--- src/design/prs_regs.vh ---
// Register map, field positions, reset values and timing for the regulator supervisor.
`ifndef PRS_REGS_VH
`define PRS_REGS_VH
`define PRS_CLK_NS 100
`define PRS_BEAT_NS 2000000
`define PRS_AW 8
`define PRS_IW 5
`define PRS_NCFG 19
`define PRS_R_CTRL 5'h00
`define PRS_R_DLO 5'h01
`define PRS_R_DHI 5'h02
`define PRS_R_INIT 5'h03
`define PRS_R_HOLD 5'h04
`define PRS_R_FWD 5'h05
`define PRS_R_REV 5'h06
`define PRS_R_LLVL 5'h07
`define PRS_R_LTIM 5'h08
`define PRS_R_SLTH 5'h09
`define PRS_R_SLDL 5'h0a
`define PRS_R_WKTH 5'h0b
`define PRS_R_WKDL 5'h0c
`define PRS_R_P1 5'h0d
`define PRS_R_P2 5'h10
`define PRS_R_STAT 5'h13
`define PRS_R_IRQS 5'h14
`define PRS_R_IRQM 5'h15
`define PRS_C_SW_LO 0
`define PRS_C_SW_HI 1
`define PRS_C_ISEP 2
`define PRS_C_ISTOP 3
`define PRS_C_OPSTOP 4
`define PRS_C_SLEEP 5
`define PRS_SW_NONE 2'h0
`define PRS_SW_TERM 2'h1
`define PRS_SW_AUTO 2'h2
`define PRS_RST_CTRL 16'h0000
`define PRS_RST_DLO 16'h07d0
`define PRS_RST_DHI 16'h1f40
`define PRS_RST_STEP 16'h0064
`define PRS_RST_SLTH 16'h1770
`define PRS_RST_WKTH 16'h07d0
`define PRS_RST_DLY 16'h001e
`define PRS_RST_PG 16'h00c8
`define PRS_RST_IG 16'h00c8
`define PRS_FULL 14'h2710
`define PRS_BEATS_10MS 22'h000005
`define PRS_BEATS_100MS 22'h000032
`define PRS_FRAC_SH 10
`define PRS_FRAC_ONE 11'h400
`define PRS_NIRQ 3
`define PRS_E_FAULT 0
`define PRS_E_SLEEP 1
`define PRS_E_WAKE 2
`endif

--- src/design/prs_top.v ---
// Supervisor around a process regulator: gains, start hold, step limit, loss and sleep.
//
// What this block does
// Switchover setting: 0 none, 1 input terminal, 2 automatic by deviation.
// Switchover off: always use first gain set.
// Terminal mode: second set while gain-select terminal active, else first.
// Automatic: first set below low threshold, second set above high threshold.
// Between thresholds each gain blends linearly by deviation position.
// On start, output initial value for hold time, then regulate normally.
// Output change per 2 ms beat limited to configured step.
// Separate step limits for forward and reverse rotation, 0 to 100 percent.
// Separation enabled plus integral-pause terminal freezes integration.
// Stop-at-limit option halts integration while output at max or min.
// Feedback below loss level for loss time raises feedback-loss fault.
// Loss level zero disables loss judging.
// Stopped: 0 suspends computation, 1 keeps computing.
// Function select: 0 normal, 1 sleep and wake enabled.
// Feedback above sleep threshold for sleep delay enters sleep.
// Asleep, feedback below wake threshold for wake delay wakes.
// Timers restart from zero when their condition lapses before expiry.
// Gains, integral control, step limit and timers advance on the beat.
//
// Implementation choices: the APB register port and the register offsets.
`timescale 1ns/1ps
`include "prs_regs.vh"

module prs_top #(
    parameter BEAT_CYCLES = `PRS_BEAT_NS / `PRS_CLK_NS,
    parameter CW = 22
) (
    // APB slave
    input wire pclk,
    input wire presetn,
    input wire psel,
    input wire penable,
    input wire pwrite,
    input wire [`PRS_AW-1:0] paddr,
    input wire [31:0] pwdata,
    output reg [31:0] prdata,
    output reg pready,
    output reg pslverr,
    // Drive side inputs, values in 0.01 percent
    input wire run_i,
    input wire reverse_i,
    input wire gain_select_term,
    input wire integral_pause_term,
    input wire [13:0] reference_i,
    input wire [13:0] feedback_i,
    input wire [13:0] regulator_calc_i,
    // Regulator and drive outputs
    output reg beat_r,
    output reg calc_en_r,
    output reg integral_hold_r,
    output reg gain_set2_r,
    output reg [15:0] kp_r,
    output reg [15:0] ki_r,
    output reg [15:0] kd_r,
    output reg [13:0] pid_out_r,
    output reg holding_r,
    output reg loss_fault_r,
    output reg asleep_r,
    output reg irq
);

    reg [15:0] cfg_r [0:`PRS_NCFG-1];
    reg [`PRS_NIRQ-1:0] irq_stat_r;
    reg [`PRS_NIRQ-1:0] irq_mask_r;
    reg [31:0] beat_cnt_r;
    reg [CW-1:0] hold_cnt_r;
    reg [CW-1:0] loss_cnt_r;
    reg [CW-1:0] slp_cnt_r;
    reg calc_en_d_r;
    integer i;

    function [15:0] rst_val;
        input integer idx;
        begin
            case (idx)
                `PRS_R_DLO: rst_val = `PRS_RST_DLO;
                `PRS_R_DHI: rst_val = `PRS_RST_DHI;
                `PRS_R_FWD, `PRS_R_REV: rst_val = `PRS_RST_STEP;
                `PRS_R_SLTH: rst_val = `PRS_RST_SLTH;
                `PRS_R_WKTH: rst_val = `PRS_RST_WKTH;
                `PRS_R_SLDL, `PRS_R_WKDL: rst_val = `PRS_RST_DLY;
                `PRS_R_P1, `PRS_R_P2: rst_val = `PRS_RST_PG;
                `PRS_R_P1 + 1, `PRS_R_P2 + 1: rst_val = `PRS_RST_IG;
                default: rst_val = `PRS_RST_CTRL;
            endcase
        end
    endfunction

    // Signed blend keeps the result between the two gains for any order of them.
    function [15:0] blend;
        input [15:0] g1;
        input [15:0] g2;
        input [10:0] frac;
        reg signed [28:0] d;
        begin
            d = ($signed({13'h0000, g2}) - $signed({13'h0000, g1}))
                * $signed({18'h00000, frac});
            blend = g1 + d[25:10];
        end
    endfunction

    wire [15:0] ctrl = cfg_r[`PRS_R_CTRL];
    wire [1:0] sw_mode = ctrl[`PRS_C_SW_HI:`PRS_C_SW_LO];

    // APB decode: zero wait states, data staged in the setup cycle.
    wire setup = psel & ~penable;
    wire wr_en = psel & penable & pwrite & pready;
    wire [`PRS_IW-1:0] idx = paddr[`PRS_IW+1:2];
    wire cfg_hit = idx < `PRS_NCFG;
    wire hit = cfg_hit | (idx == `PRS_R_STAT) | (idx == `PRS_R_IRQS)
        | (idx == `PRS_R_IRQM);

    reg [31:0] rd_mux;
    always @*
    begin
        rd_mux = 32'h00000000;
        if (cfg_hit)
            rd_mux = {16'h0000, cfg_r[idx]};
        else if (idx == `PRS_R_STAT)
            rd_mux = {25'h0000000, gain_set2_r, integral_hold_r, holding_r,
                calc_en_r, asleep_r, loss_fault_r, irq};
        else if (idx == `PRS_R_IRQS)
            rd_mux = {29'h00000000, irq_stat_r};
        else if (idx == `PRS_R_IRQM)
            rd_mux = {29'h00000000, irq_mask_r};
    end

    always @(posedge pclk or negedge presetn)
    begin
        if (!presetn)
        begin
            prdata <= 32'h00000000;
            pready <= 1'b0;
            pslverr <= 1'b0;
            irq_mask_r <= 3'h0;
            for (i = 0; i < `PRS_NCFG; i = i + 1)
                cfg_r[i] <= rst_val(i);
        end
        else
        begin
            pready <= 1'b1;
            if (setup)
            begin
                prdata <= pwrite ? 32'h00000000 : rd_mux;
                pslverr <= ~hit;
            end
            if (wr_en && cfg_hit)
                cfg_r[idx] <= pwdata[15:0];
            if (wr_en && idx == `PRS_R_IRQM)
                irq_mask_r <= pwdata[`PRS_NIRQ-1:0];
        end
    end

    // Beat divider; 2 ms is far above 4096 cycles, so the count is a parameter.
    always @(posedge pclk or negedge presetn)
    begin
        if (!presetn)
        begin
            beat_cnt_r <= 32'h00000000;
            beat_r <= 1'b0;
        end
        else if (beat_cnt_r >= BEAT_CYCLES - 1)
        begin
            beat_cnt_r <= 32'h00000000;
            beat_r <= 1'b1;
        end
        else
        begin
            beat_cnt_r <= beat_cnt_r + 32'h00000001;
            beat_r <= 1'b0;
        end
    end

    // Deviation and blend fraction for automatic gain switching.
    wire [13:0] dev = (reference_i > feedback_i) ? reference_i - feedback_i
        : feedback_i - reference_i;
    wire [13:0] dlo = cfg_r[`PRS_R_DLO][13:0];
    wire [13:0] dhi = cfg_r[`PRS_R_DHI][13:0];
    wire [23:0] frac_num = {dev - dlo, 10'h000};
    wire [23:0] frac_q = frac_num / {10'h000, dhi - dlo};
    wire [10:0] frac = frac_q[10:0];

    reg [10:0] gain_frac;
    always @*
    begin
        case (sw_mode)
            `PRS_SW_NONE: gain_frac = 11'h000;
            `PRS_SW_TERM: gain_frac = gain_select_term ? `PRS_FRAC_ONE : 11'h000;
            `PRS_SW_AUTO:
            begin
                if (dev <= dlo)
                    gain_frac = 11'h000;
                else if (dev >= dhi)
                    gain_frac = `PRS_FRAC_ONE;
                else
                    gain_frac = frac;
            end
            default: gain_frac = 11'h000;
        endcase
    end

    // Computation enable: stopped drive suspends unless told to keep going.
    wire calc_en = (run_i | ctrl[`PRS_C_OPSTOP]) & ~asleep_r;
    wire start = calc_en & ~calc_en_d_r;
    wire [CW-1:0] hold_lim = {6'h00, cfg_r[`PRS_R_HOLD]} * `PRS_BEATS_10MS;
    wire [CW-1:0] loss_lim = {6'h00, cfg_r[`PRS_R_LTIM]} * `PRS_BEATS_100MS;
    wire [CW-1:0] sl_lim = {6'h00, cfg_r[`PRS_R_SLDL]} * `PRS_BEATS_100MS;
    wire [CW-1:0] wk_lim = {6'h00, cfg_r[`PRS_R_WKDL]} * `PRS_BEATS_100MS;
    wire [13:0] step = reverse_i ? cfg_r[`PRS_R_REV][13:0]
        : cfg_r[`PRS_R_FWD][13:0];
    wire [13:0] llvl = cfg_r[`PRS_R_LLVL][13:0];
    wire loss_cond = (llvl != 14'h0000) & (feedback_i < llvl);
    wire sleep_en = ctrl[`PRS_C_SLEEP];
    wire sl_cond = feedback_i > cfg_r[`PRS_R_SLTH][13:0];
    wire wk_cond = feedback_i < cfg_r[`PRS_R_WKTH][13:0];
    wire at_limit = (pid_out_r == 14'h0000) | (pid_out_r >= `PRS_FULL);

    reg [13:0] out_nxt;
    always @*
    begin
        out_nxt = pid_out_r;
        if (holding_r || start)
            out_nxt = cfg_r[`PRS_R_INIT][13:0];
        else if (regulator_calc_i > pid_out_r)
            out_nxt = (regulator_calc_i - pid_out_r > step)
                ? pid_out_r + step : regulator_calc_i;
        else
            out_nxt = (pid_out_r - regulator_calc_i > step)
                ? pid_out_r - step : regulator_calc_i;
    end

    reg [`PRS_NIRQ-1:0] ev;
    always @(posedge pclk or negedge presetn)
    begin
        if (!presetn)
        begin
            calc_en_d_r <= 1'b0;
            calc_en_r <= 1'b0;
            holding_r <= 1'b0;
            hold_cnt_r <= {CW{1'b0}};
            loss_cnt_r <= {CW{1'b0}};
            slp_cnt_r <= {CW{1'b0}};
            loss_fault_r <= 1'b0;
            asleep_r <= 1'b0;
            integral_hold_r <= 1'b1;
            gain_set2_r <= 1'b0;
            kp_r <= `PRS_RST_PG;
            ki_r <= `PRS_RST_IG;
            kd_r <= 16'h0000;
            pid_out_r <= 14'h0000;
            ev <= 3'h0;
        end
        else
        begin
            ev <= 3'h0;
            calc_en_d_r <= calc_en;
            calc_en_r <= calc_en;
            // A start that meets a beat must not swallow the work of that beat.
            if (start)
            begin
                holding_r <= 1'b1;
                hold_cnt_r <= {CW{1'b0}};
            end
            if (beat_r)
            begin
                kp_r <= blend(cfg_r[`PRS_R_P1], cfg_r[`PRS_R_P2], gain_frac);
                ki_r <= blend(cfg_r[`PRS_R_P1+1], cfg_r[`PRS_R_P2+1], gain_frac);
                kd_r <= blend(cfg_r[`PRS_R_P1+2], cfg_r[`PRS_R_P2+2], gain_frac);
                gain_set2_r <= gain_frac == `PRS_FRAC_ONE;
                integral_hold_r <= ~calc_en
                    | (ctrl[`PRS_C_ISEP] & integral_pause_term)
                    | (ctrl[`PRS_C_ISTOP] & at_limit);
                if (calc_en)
                    pid_out_r <= out_nxt;
                if (holding_r && calc_en && !start)
                begin
                    if (hold_cnt_r >= hold_lim)
                        holding_r <= 1'b0;
                    else
                        hold_cnt_r <= hold_cnt_r + 1'b1;
                end
                // Loss judging runs only while run_i is active, even if computation continues; a stop clears the fault.
                if (!run_i)
                begin
                    loss_fault_r <= 1'b0;
                    loss_cnt_r <= {CW{1'b0}};
                end
                else if (!loss_cond)
                    loss_cnt_r <= {CW{1'b0}};
                else if (loss_cnt_r >= loss_lim)
                begin
                    if (!loss_fault_r)
                        ev[`PRS_E_FAULT] <= 1'b1;
                    loss_fault_r <= 1'b1;
                end
                else
                    loss_cnt_r <= loss_cnt_r + 1'b1;
                // Sleep and wake share one timer since only one runs at a time.
                if (!sleep_en)
                begin
                    asleep_r <= 1'b0;
                    slp_cnt_r <= {CW{1'b0}};
                end
                else if (!asleep_r)
                begin
                    if (!sl_cond || !run_i)
                        slp_cnt_r <= {CW{1'b0}};
                    else if (slp_cnt_r >= sl_lim)
                    begin
                        asleep_r <= 1'b1;
                        slp_cnt_r <= {CW{1'b0}};
                        ev[`PRS_E_SLEEP] <= 1'b1;
                    end
                    else
                        slp_cnt_r <= slp_cnt_r + 1'b1;
                end
                else
                begin
                    if (!wk_cond)
                        slp_cnt_r <= {CW{1'b0}};
                    else if (slp_cnt_r >= wk_lim)
                    begin
                        asleep_r <= 1'b0;
                        slp_cnt_r <= {CW{1'b0}};
                        ev[`PRS_E_WAKE] <= 1'b1;
                    end
                    else
                        slp_cnt_r <= slp_cnt_r + 1'b1;
                end
            end
        end
    end

    // Sticky events: a new event wins over a write-one-to-clear in the same cycle.
    always @(posedge pclk or negedge presetn)
    begin
        if (!presetn)
        begin
            irq_stat_r <= 3'h0;
            irq <= 1'b0;
        end
        else
        begin
            if (wr_en && idx == `PRS_R_IRQS)
                irq_stat_r <= (irq_stat_r & ~pwdata[`PRS_NIRQ-1:0]) | ev;
            else
                irq_stat_r <= irq_stat_r | ev;
            irq <= |(irq_stat_r & irq_mask_r);
        end
    end

endmodule

--- config.mk ---
export PLATFORM = sky130hd
export DESIGN_NAME = prs_top
export DESIGN_NICKNAME = d
export VERILOG_FILES = /design/src/design/prs_top.v
export VERILOG_INCLUDE_DIRS = /design/src /design/src/design
export SDC_FILE = /design/constraint.sdc
export NUM_CORES = 2
export LEC_CHECK = 0
export BUFFER_PORTS_ARGS = -buffer_cell sky130_fd_sc_hd__buf_2
export CORE_MARGIN = 2
export CORE_UTILIZATION = 40
export CTS_CLUSTER_SIZE = 28
export DETAILED_ROUTE_END_ITERATION = 6
export PLACE_DENSITY = 0.53
export SYNTH_ARGS = -nofsm -noshare
export SYNTH_HDL_FRONTEND = slang
export SYNTH_SLANG_ARGS = --single-unit
export TNS_END_PERCENT = 30
--- constraint.sdc ---
create_clock -name pclk -period 152.2 [get_ports pclk]
set_input_delay 7.61 -clock pclk [delete_from_list [all_inputs] [get_ports pclk]]
set_output_delay 7.61 -clock pclk [all_outputs]
set_load 0.02 [all_outputs]
# Word level (Yosys, flattened, before mapping)
# Cells that the tools add are included.
# word_totals
elab_cells	198
ram_bits	0
out_inout_bits	104
inputBits	91
mem_count	0
rom_bits	0
ff_bits	515
latchBits	0
# classes
n_reduce_logical	17
add_sub_neg	18
div_mod_pow	1
muxes	60
n_lt_le_gt_ge	18
n_eq_ne	9
n_shift	0
bitwise_logic	27
n_mul	7
# op_table
cell	n
$bwmux 304	1
$mux 22	13
$mux 32	4
$sub 14x14->14	7
$mux 14	6
$bmux 16 s5	1
$demux 16 s5	1
$mul 17x12->26	3
$gt 14x14->1	5
$add 22x1->22 const B	3
$ge 22x22->1	3
$mul 16x5->21 const B	3
$sub 16x16->17	3
$add 16x16->16	3
$mux 16	3
$mux 11	3
$add 32x1->32 const B	1
$ge 32x15->1 const B	1
$lt 14x14->1	2
$div 24x14->24	1
$ge 22x19->1	1
$mux 1	22
$pmux 11 s2	1
$mul 16x3->19 const B	1
other kinds (30)	65

# Longest topological paths before layout
# depth
word_depth	9
depth_mapped	360
mapped_depth_nobuf	339

# Worst setup path after synthesis
# Ideal clock, no wire load.
# synth_path
path_type	input to register
startpoint	in feedback_i[5]
endpoint	reg kd_r[15]
cell_stages	338
path_slack_ns	77.961
path_buffers	26
arrival_ns	74.115
setup_ns	0.125
t_required_ns	152.075
path_cell_list	inv_1 > ha_1 > clkbuf_1 > nand2_1 > o21ai_0 > a21oi_1 > o21ai_0 > a21oi_1 > o21bai_1 > a21oi_1 > o21bai_1 > a21oi_1 > a31oi_1 > clkbuf_1 > buf_1 > mux2i_1 > o31ai_1 > xnor2_1 > (+302 left out) > a21o_1 > a21o_1 > a21o_1 > a21oi_1 > o21ai_0 > a21o_1 > a21o_1 > a21o_1 > a21o_1 > a21o_1 > a21o_1 > a21o_1 > a21oi_1 > xnor2_1 > xnor2_1 > xnor2_1 > xnor2_1 > mux2_2
# synth_between
elab_chain_cells	9
elab_cells_between_ends	13
# synth_lines
item	line_no	text
from (decl)	prs_top.v:48	input wire [13:0] feedback_i,
$sub 14x14->14, or another cell as far along	prs_top.v:179	: feedback_i - reference_i;
$mux 14 *	prs_top.v:178	wire [13:0] dev = (reference_i > feedback_i) ? reference_i - feedback_i
$sub 14x14->14	prs_top.v:182	wire [23:0] frac_num = {dev - dlo, 10'h000};
$div 24x14->24	prs_top.v:183	wire [23:0] frac_q = frac_num / {10'h000, dhi - dlo};
$mux 11	prs_top.v:196	else if (dev >= dhi)
$mux 11 *	prs_top.v:194	if (dev <= dlo)
$pmux 11 s2 *	prs_top.v:189	case (sw_mode)
$mul 17x12->26 *	prs_top.v:100	* $signed({18'h00000, frac});
$add 16x16->16 *	prs_top.v:101	blend = g1 + d[25:10];
to (signal assigned)	prs_top.v:271	kd_r <= blend(cfg_r[`PRS_R_P1+2], cfg_r[`PRS_R_P2+2], gain_frac);
to (decl)	prs_top.v:57	output reg [15:0] kd_r,
# Every way passes the cells marked *; elsewhere a longest branch is shown, timed or not.
# A chain may end at the register's enable or synchronous reset.

# Final worst setup path
# Same ends and word-level chain as after synthesis.

==> results.md <==
* Min Tclk post-route at 85.50 ns
* DR vias/cell at 5.58
* Initial Util at between 40% and 50%
* Critical Path End Type: flop
* Setup Crit Path Kind: in2reg
* Async S/R FF share, synth at 100%
* DP HPWL at approximately 180 mm
* CTS tree: built
* Area Growth Syn to Fin at 7.76%
* Core box area at 179000 µm²
* Antenna Violating Nets Remaining at 0
* Pin count of the biggest net entering global routing at 114
* Clk_lat worst skew at ~0.71 ns
* Seq/Total Area, Yosys at 17.4%
* Routed length per instance at 21.2 µm
* Fin nets at ~10000
* Syn Inst Count at 8262
* Layout Skew at around 0.066 ns
* I/O Buffers at 159
* Crit path DAT at about 86 ns
* Grt peak-use layer: met2
* Post-synth EDFFs at 0
* Status: completed
* Netlist cell types at 121
* Area contributors post-synth: ha_1, dfrtp_1, fa_1, inv_1, mux2_2
* Hold Vio Cnt, Final at 0
* Synth top area share at 16.6%
* Met2 GRT Util at 41.3%
* Total track usage at 24.5%
* Share of post-route cells with drive strength above 1 at 11.1%
* Die Ht at 428 µm
* Most common cell after layout, fill and taps aside: inv_1
* Gr ovfl total at 0
* Die ar. at 184000 µm²
* Worst slew margin at 18.4%
* Synth warnings at 0
* Setup tns final at 0 ns
* Storage element area at 12600 µm²
* Fill cells at 17700
* Die X at 428 µm
* Max Freq at 0.0117 GHz
* Syn_area_per_cell at 8.72 µm²
* # DRC at 0
* Startpoint Class: input pin
* Final WL at 227 mm
* TritonRoute pass-1 iters at 5
* Most frequent cells in the layout: inv_1, ha_1, nand2_1
* Via Count at 59900
* Clk buf depth at 3
* Crit path required time at approximately 150 ns
* Number of global-route vias before repair at approximately 60000
* Area of the multi-input gates at around 55000 µm²
* Clock slew at reported path FFs at 0.07 ns
* Clk sinks at 499
* Crit path largest cell delay at 0.78 ns
* Crit path top cell by count: o21ai_0
* CTS buffer count at 60
* Routability congestion estimate at 0.921
* Rows at 155
* Setup bufs post-CTS at 0
* Fin crit share at 56.2%
* Final setup fails at 0
* Cell chosen for the clock root: clkbuf_16
* GRT met1 Usage at 33.1%
* Yosys reg bits at 499
* DRT iter0 DRCs at ~3600
* Post-CTS Resized at 0
* Ys flop type: dfrtp_1
* First-pass GRT wire length at 353 mm
* I/O Pins at 195
* Cell Area, Synth at ~72000 µm²
* Slowest-stage cell, CP: o31ai_1
* Met3 global-route usage at 3.06%
* Worst-margin pin slew at 1.21 ns
* Final max-slew violation count at 0
* Number of max-cap violations at 0
* Unrepaired setup endpoints after global routing: no
* Yosys top cell by area: ha_1
* Worst-path maximum fanout at 31
* Cts hold-fix bufs at 0
* CTS H-tree lvls at 2
* Initial antenna violation count at 20
* Worst Hold Class: reg2reg
==> path summary, 6_finish.rpt <==
| kind | start | end | slack, ns | cells past startpoint |
|---|---|---|---|---|
| worst max-delay path | feedback_i[5] | kd_r[15] | 66.70 | 327 |
| worst min-delay path | ev[1] | irq_stat_r[1] | 0.44 | 1 |
| worst max register to register | cfg_r[256] | kd_r[15] | 75.03 | 313 |
| worst min register to register | ev[1] | irq_stat_r[1] | 0.44 | 1 |
| max in group asynchronous | presetn | beat_r | 143.58 | 2 |
| min in group asynchronous | presetn | pid_out_r[0] | 6.94 | 1 |
==> through the flow <==
step	utilization, %	setup WS (ns)	cell area [µm²]	hold slack, ns	instances
2_1_floorplan	-	77.96	72200	0.404	8294
3_5_place_dp	42.3	66.70	75600	0.427	10600
5_1_grt	43.5	59.92	77600	0.468	10700
4_1_cts	43.5	67.26	77600	0.442	10700
6_report	43.5	66.70	77600	0.441	10700
3_3_place_gp	42.3	67.60	75600	0.429	10600
==> final cells by class <==
class,count,area share (%)
Multi-Input combinational cell,6432,70.2
Sequential cell,499,16.2
Inverter,1064,5.14
Tap cell,2355,3.80
Clock buffer,86,2.23
Timing Repair Buffer,256,1.98
Clock inverter,27,0.435
Antenna cell,4,0.0129
==> metal layers <==
| metal | part of all wire (%) | vias to the layer above |
|---|---|---|
| li1 | - | 28500 |
| met1 | 45 | 29700 |
| met2 | 47 | 1397 |
| met3 | 5.1 | 294 |
| met4 | 3.0 | 6 |
| met5 | 0.015 | - |
==> critical path: cells and delay by family <==
family / cells / cell delay, ns
AO/OA/AOI/OAI: 168 / 37.89
AND/OR/NAND/NOR: 92 / 21.01
adder cells (fa/ha/maj): 33 / 11.36
buffers and inverters: 22 / 4.56
multiplexers: 6 / 2.13
XOR/XNOR: 6 / 1.25
==> Yosys cell counts, types with 93 or more instances <==
library cell  count
a21oi_1         500
nor2_1          581
xor2_1          175
ha_1            955
o21bai_1         93
fa_1            514
xnor2_1         305
nand3_1         123
dfrtp_1         441
clkbuf_1        214
a21o_1          232
nor3_1          116
mux2_2          309
inv_1          1060
o21ai_0         442
nand2_1         743
nor2b_1         101
nand2b_1        120
==> sequential cells by signal, summed over array words and instances (netlist names), 14 cells and up <==
| name | cells |
|---|---|
| slp_cnt_r | 22 |
| prdata | 16 |
| ki_r | 16 |
| beat_cnt_r | 32 |
| loss_cnt_r | 22 |
| hold_cnt_r | 22 |
| ctrl | 16 |
| pid_out_r | 14 |
| cfg_r | 288 |
| kd_r | 16 |
| kp_r | 16 |
==> logic make-up (layout without fill, tap and decap cells) <==
family / count (synthesis) / in the layout / share of synthesized area, %
AND/OR/NAND/NOR: 2194 / 2194 / 14.3
AO/OA/AOI/OAI: 1800 / 1800 / 16.1
adder cells (fa/ha/maj): 1469 / 1469 / 30.9
buffers and inverters: 1363 / 1433 / 7.24
flip-flops: 499 / 499 / 17.4
XOR/XNOR: 481 / 481 / 5.86
multiplexers: 454 / 454 / 8.19
other: 2 / 38 / 0.0104
Power is not shown: default switching activity piles up to over one toggle a cycle in this logic, so the estimate is an artifact.
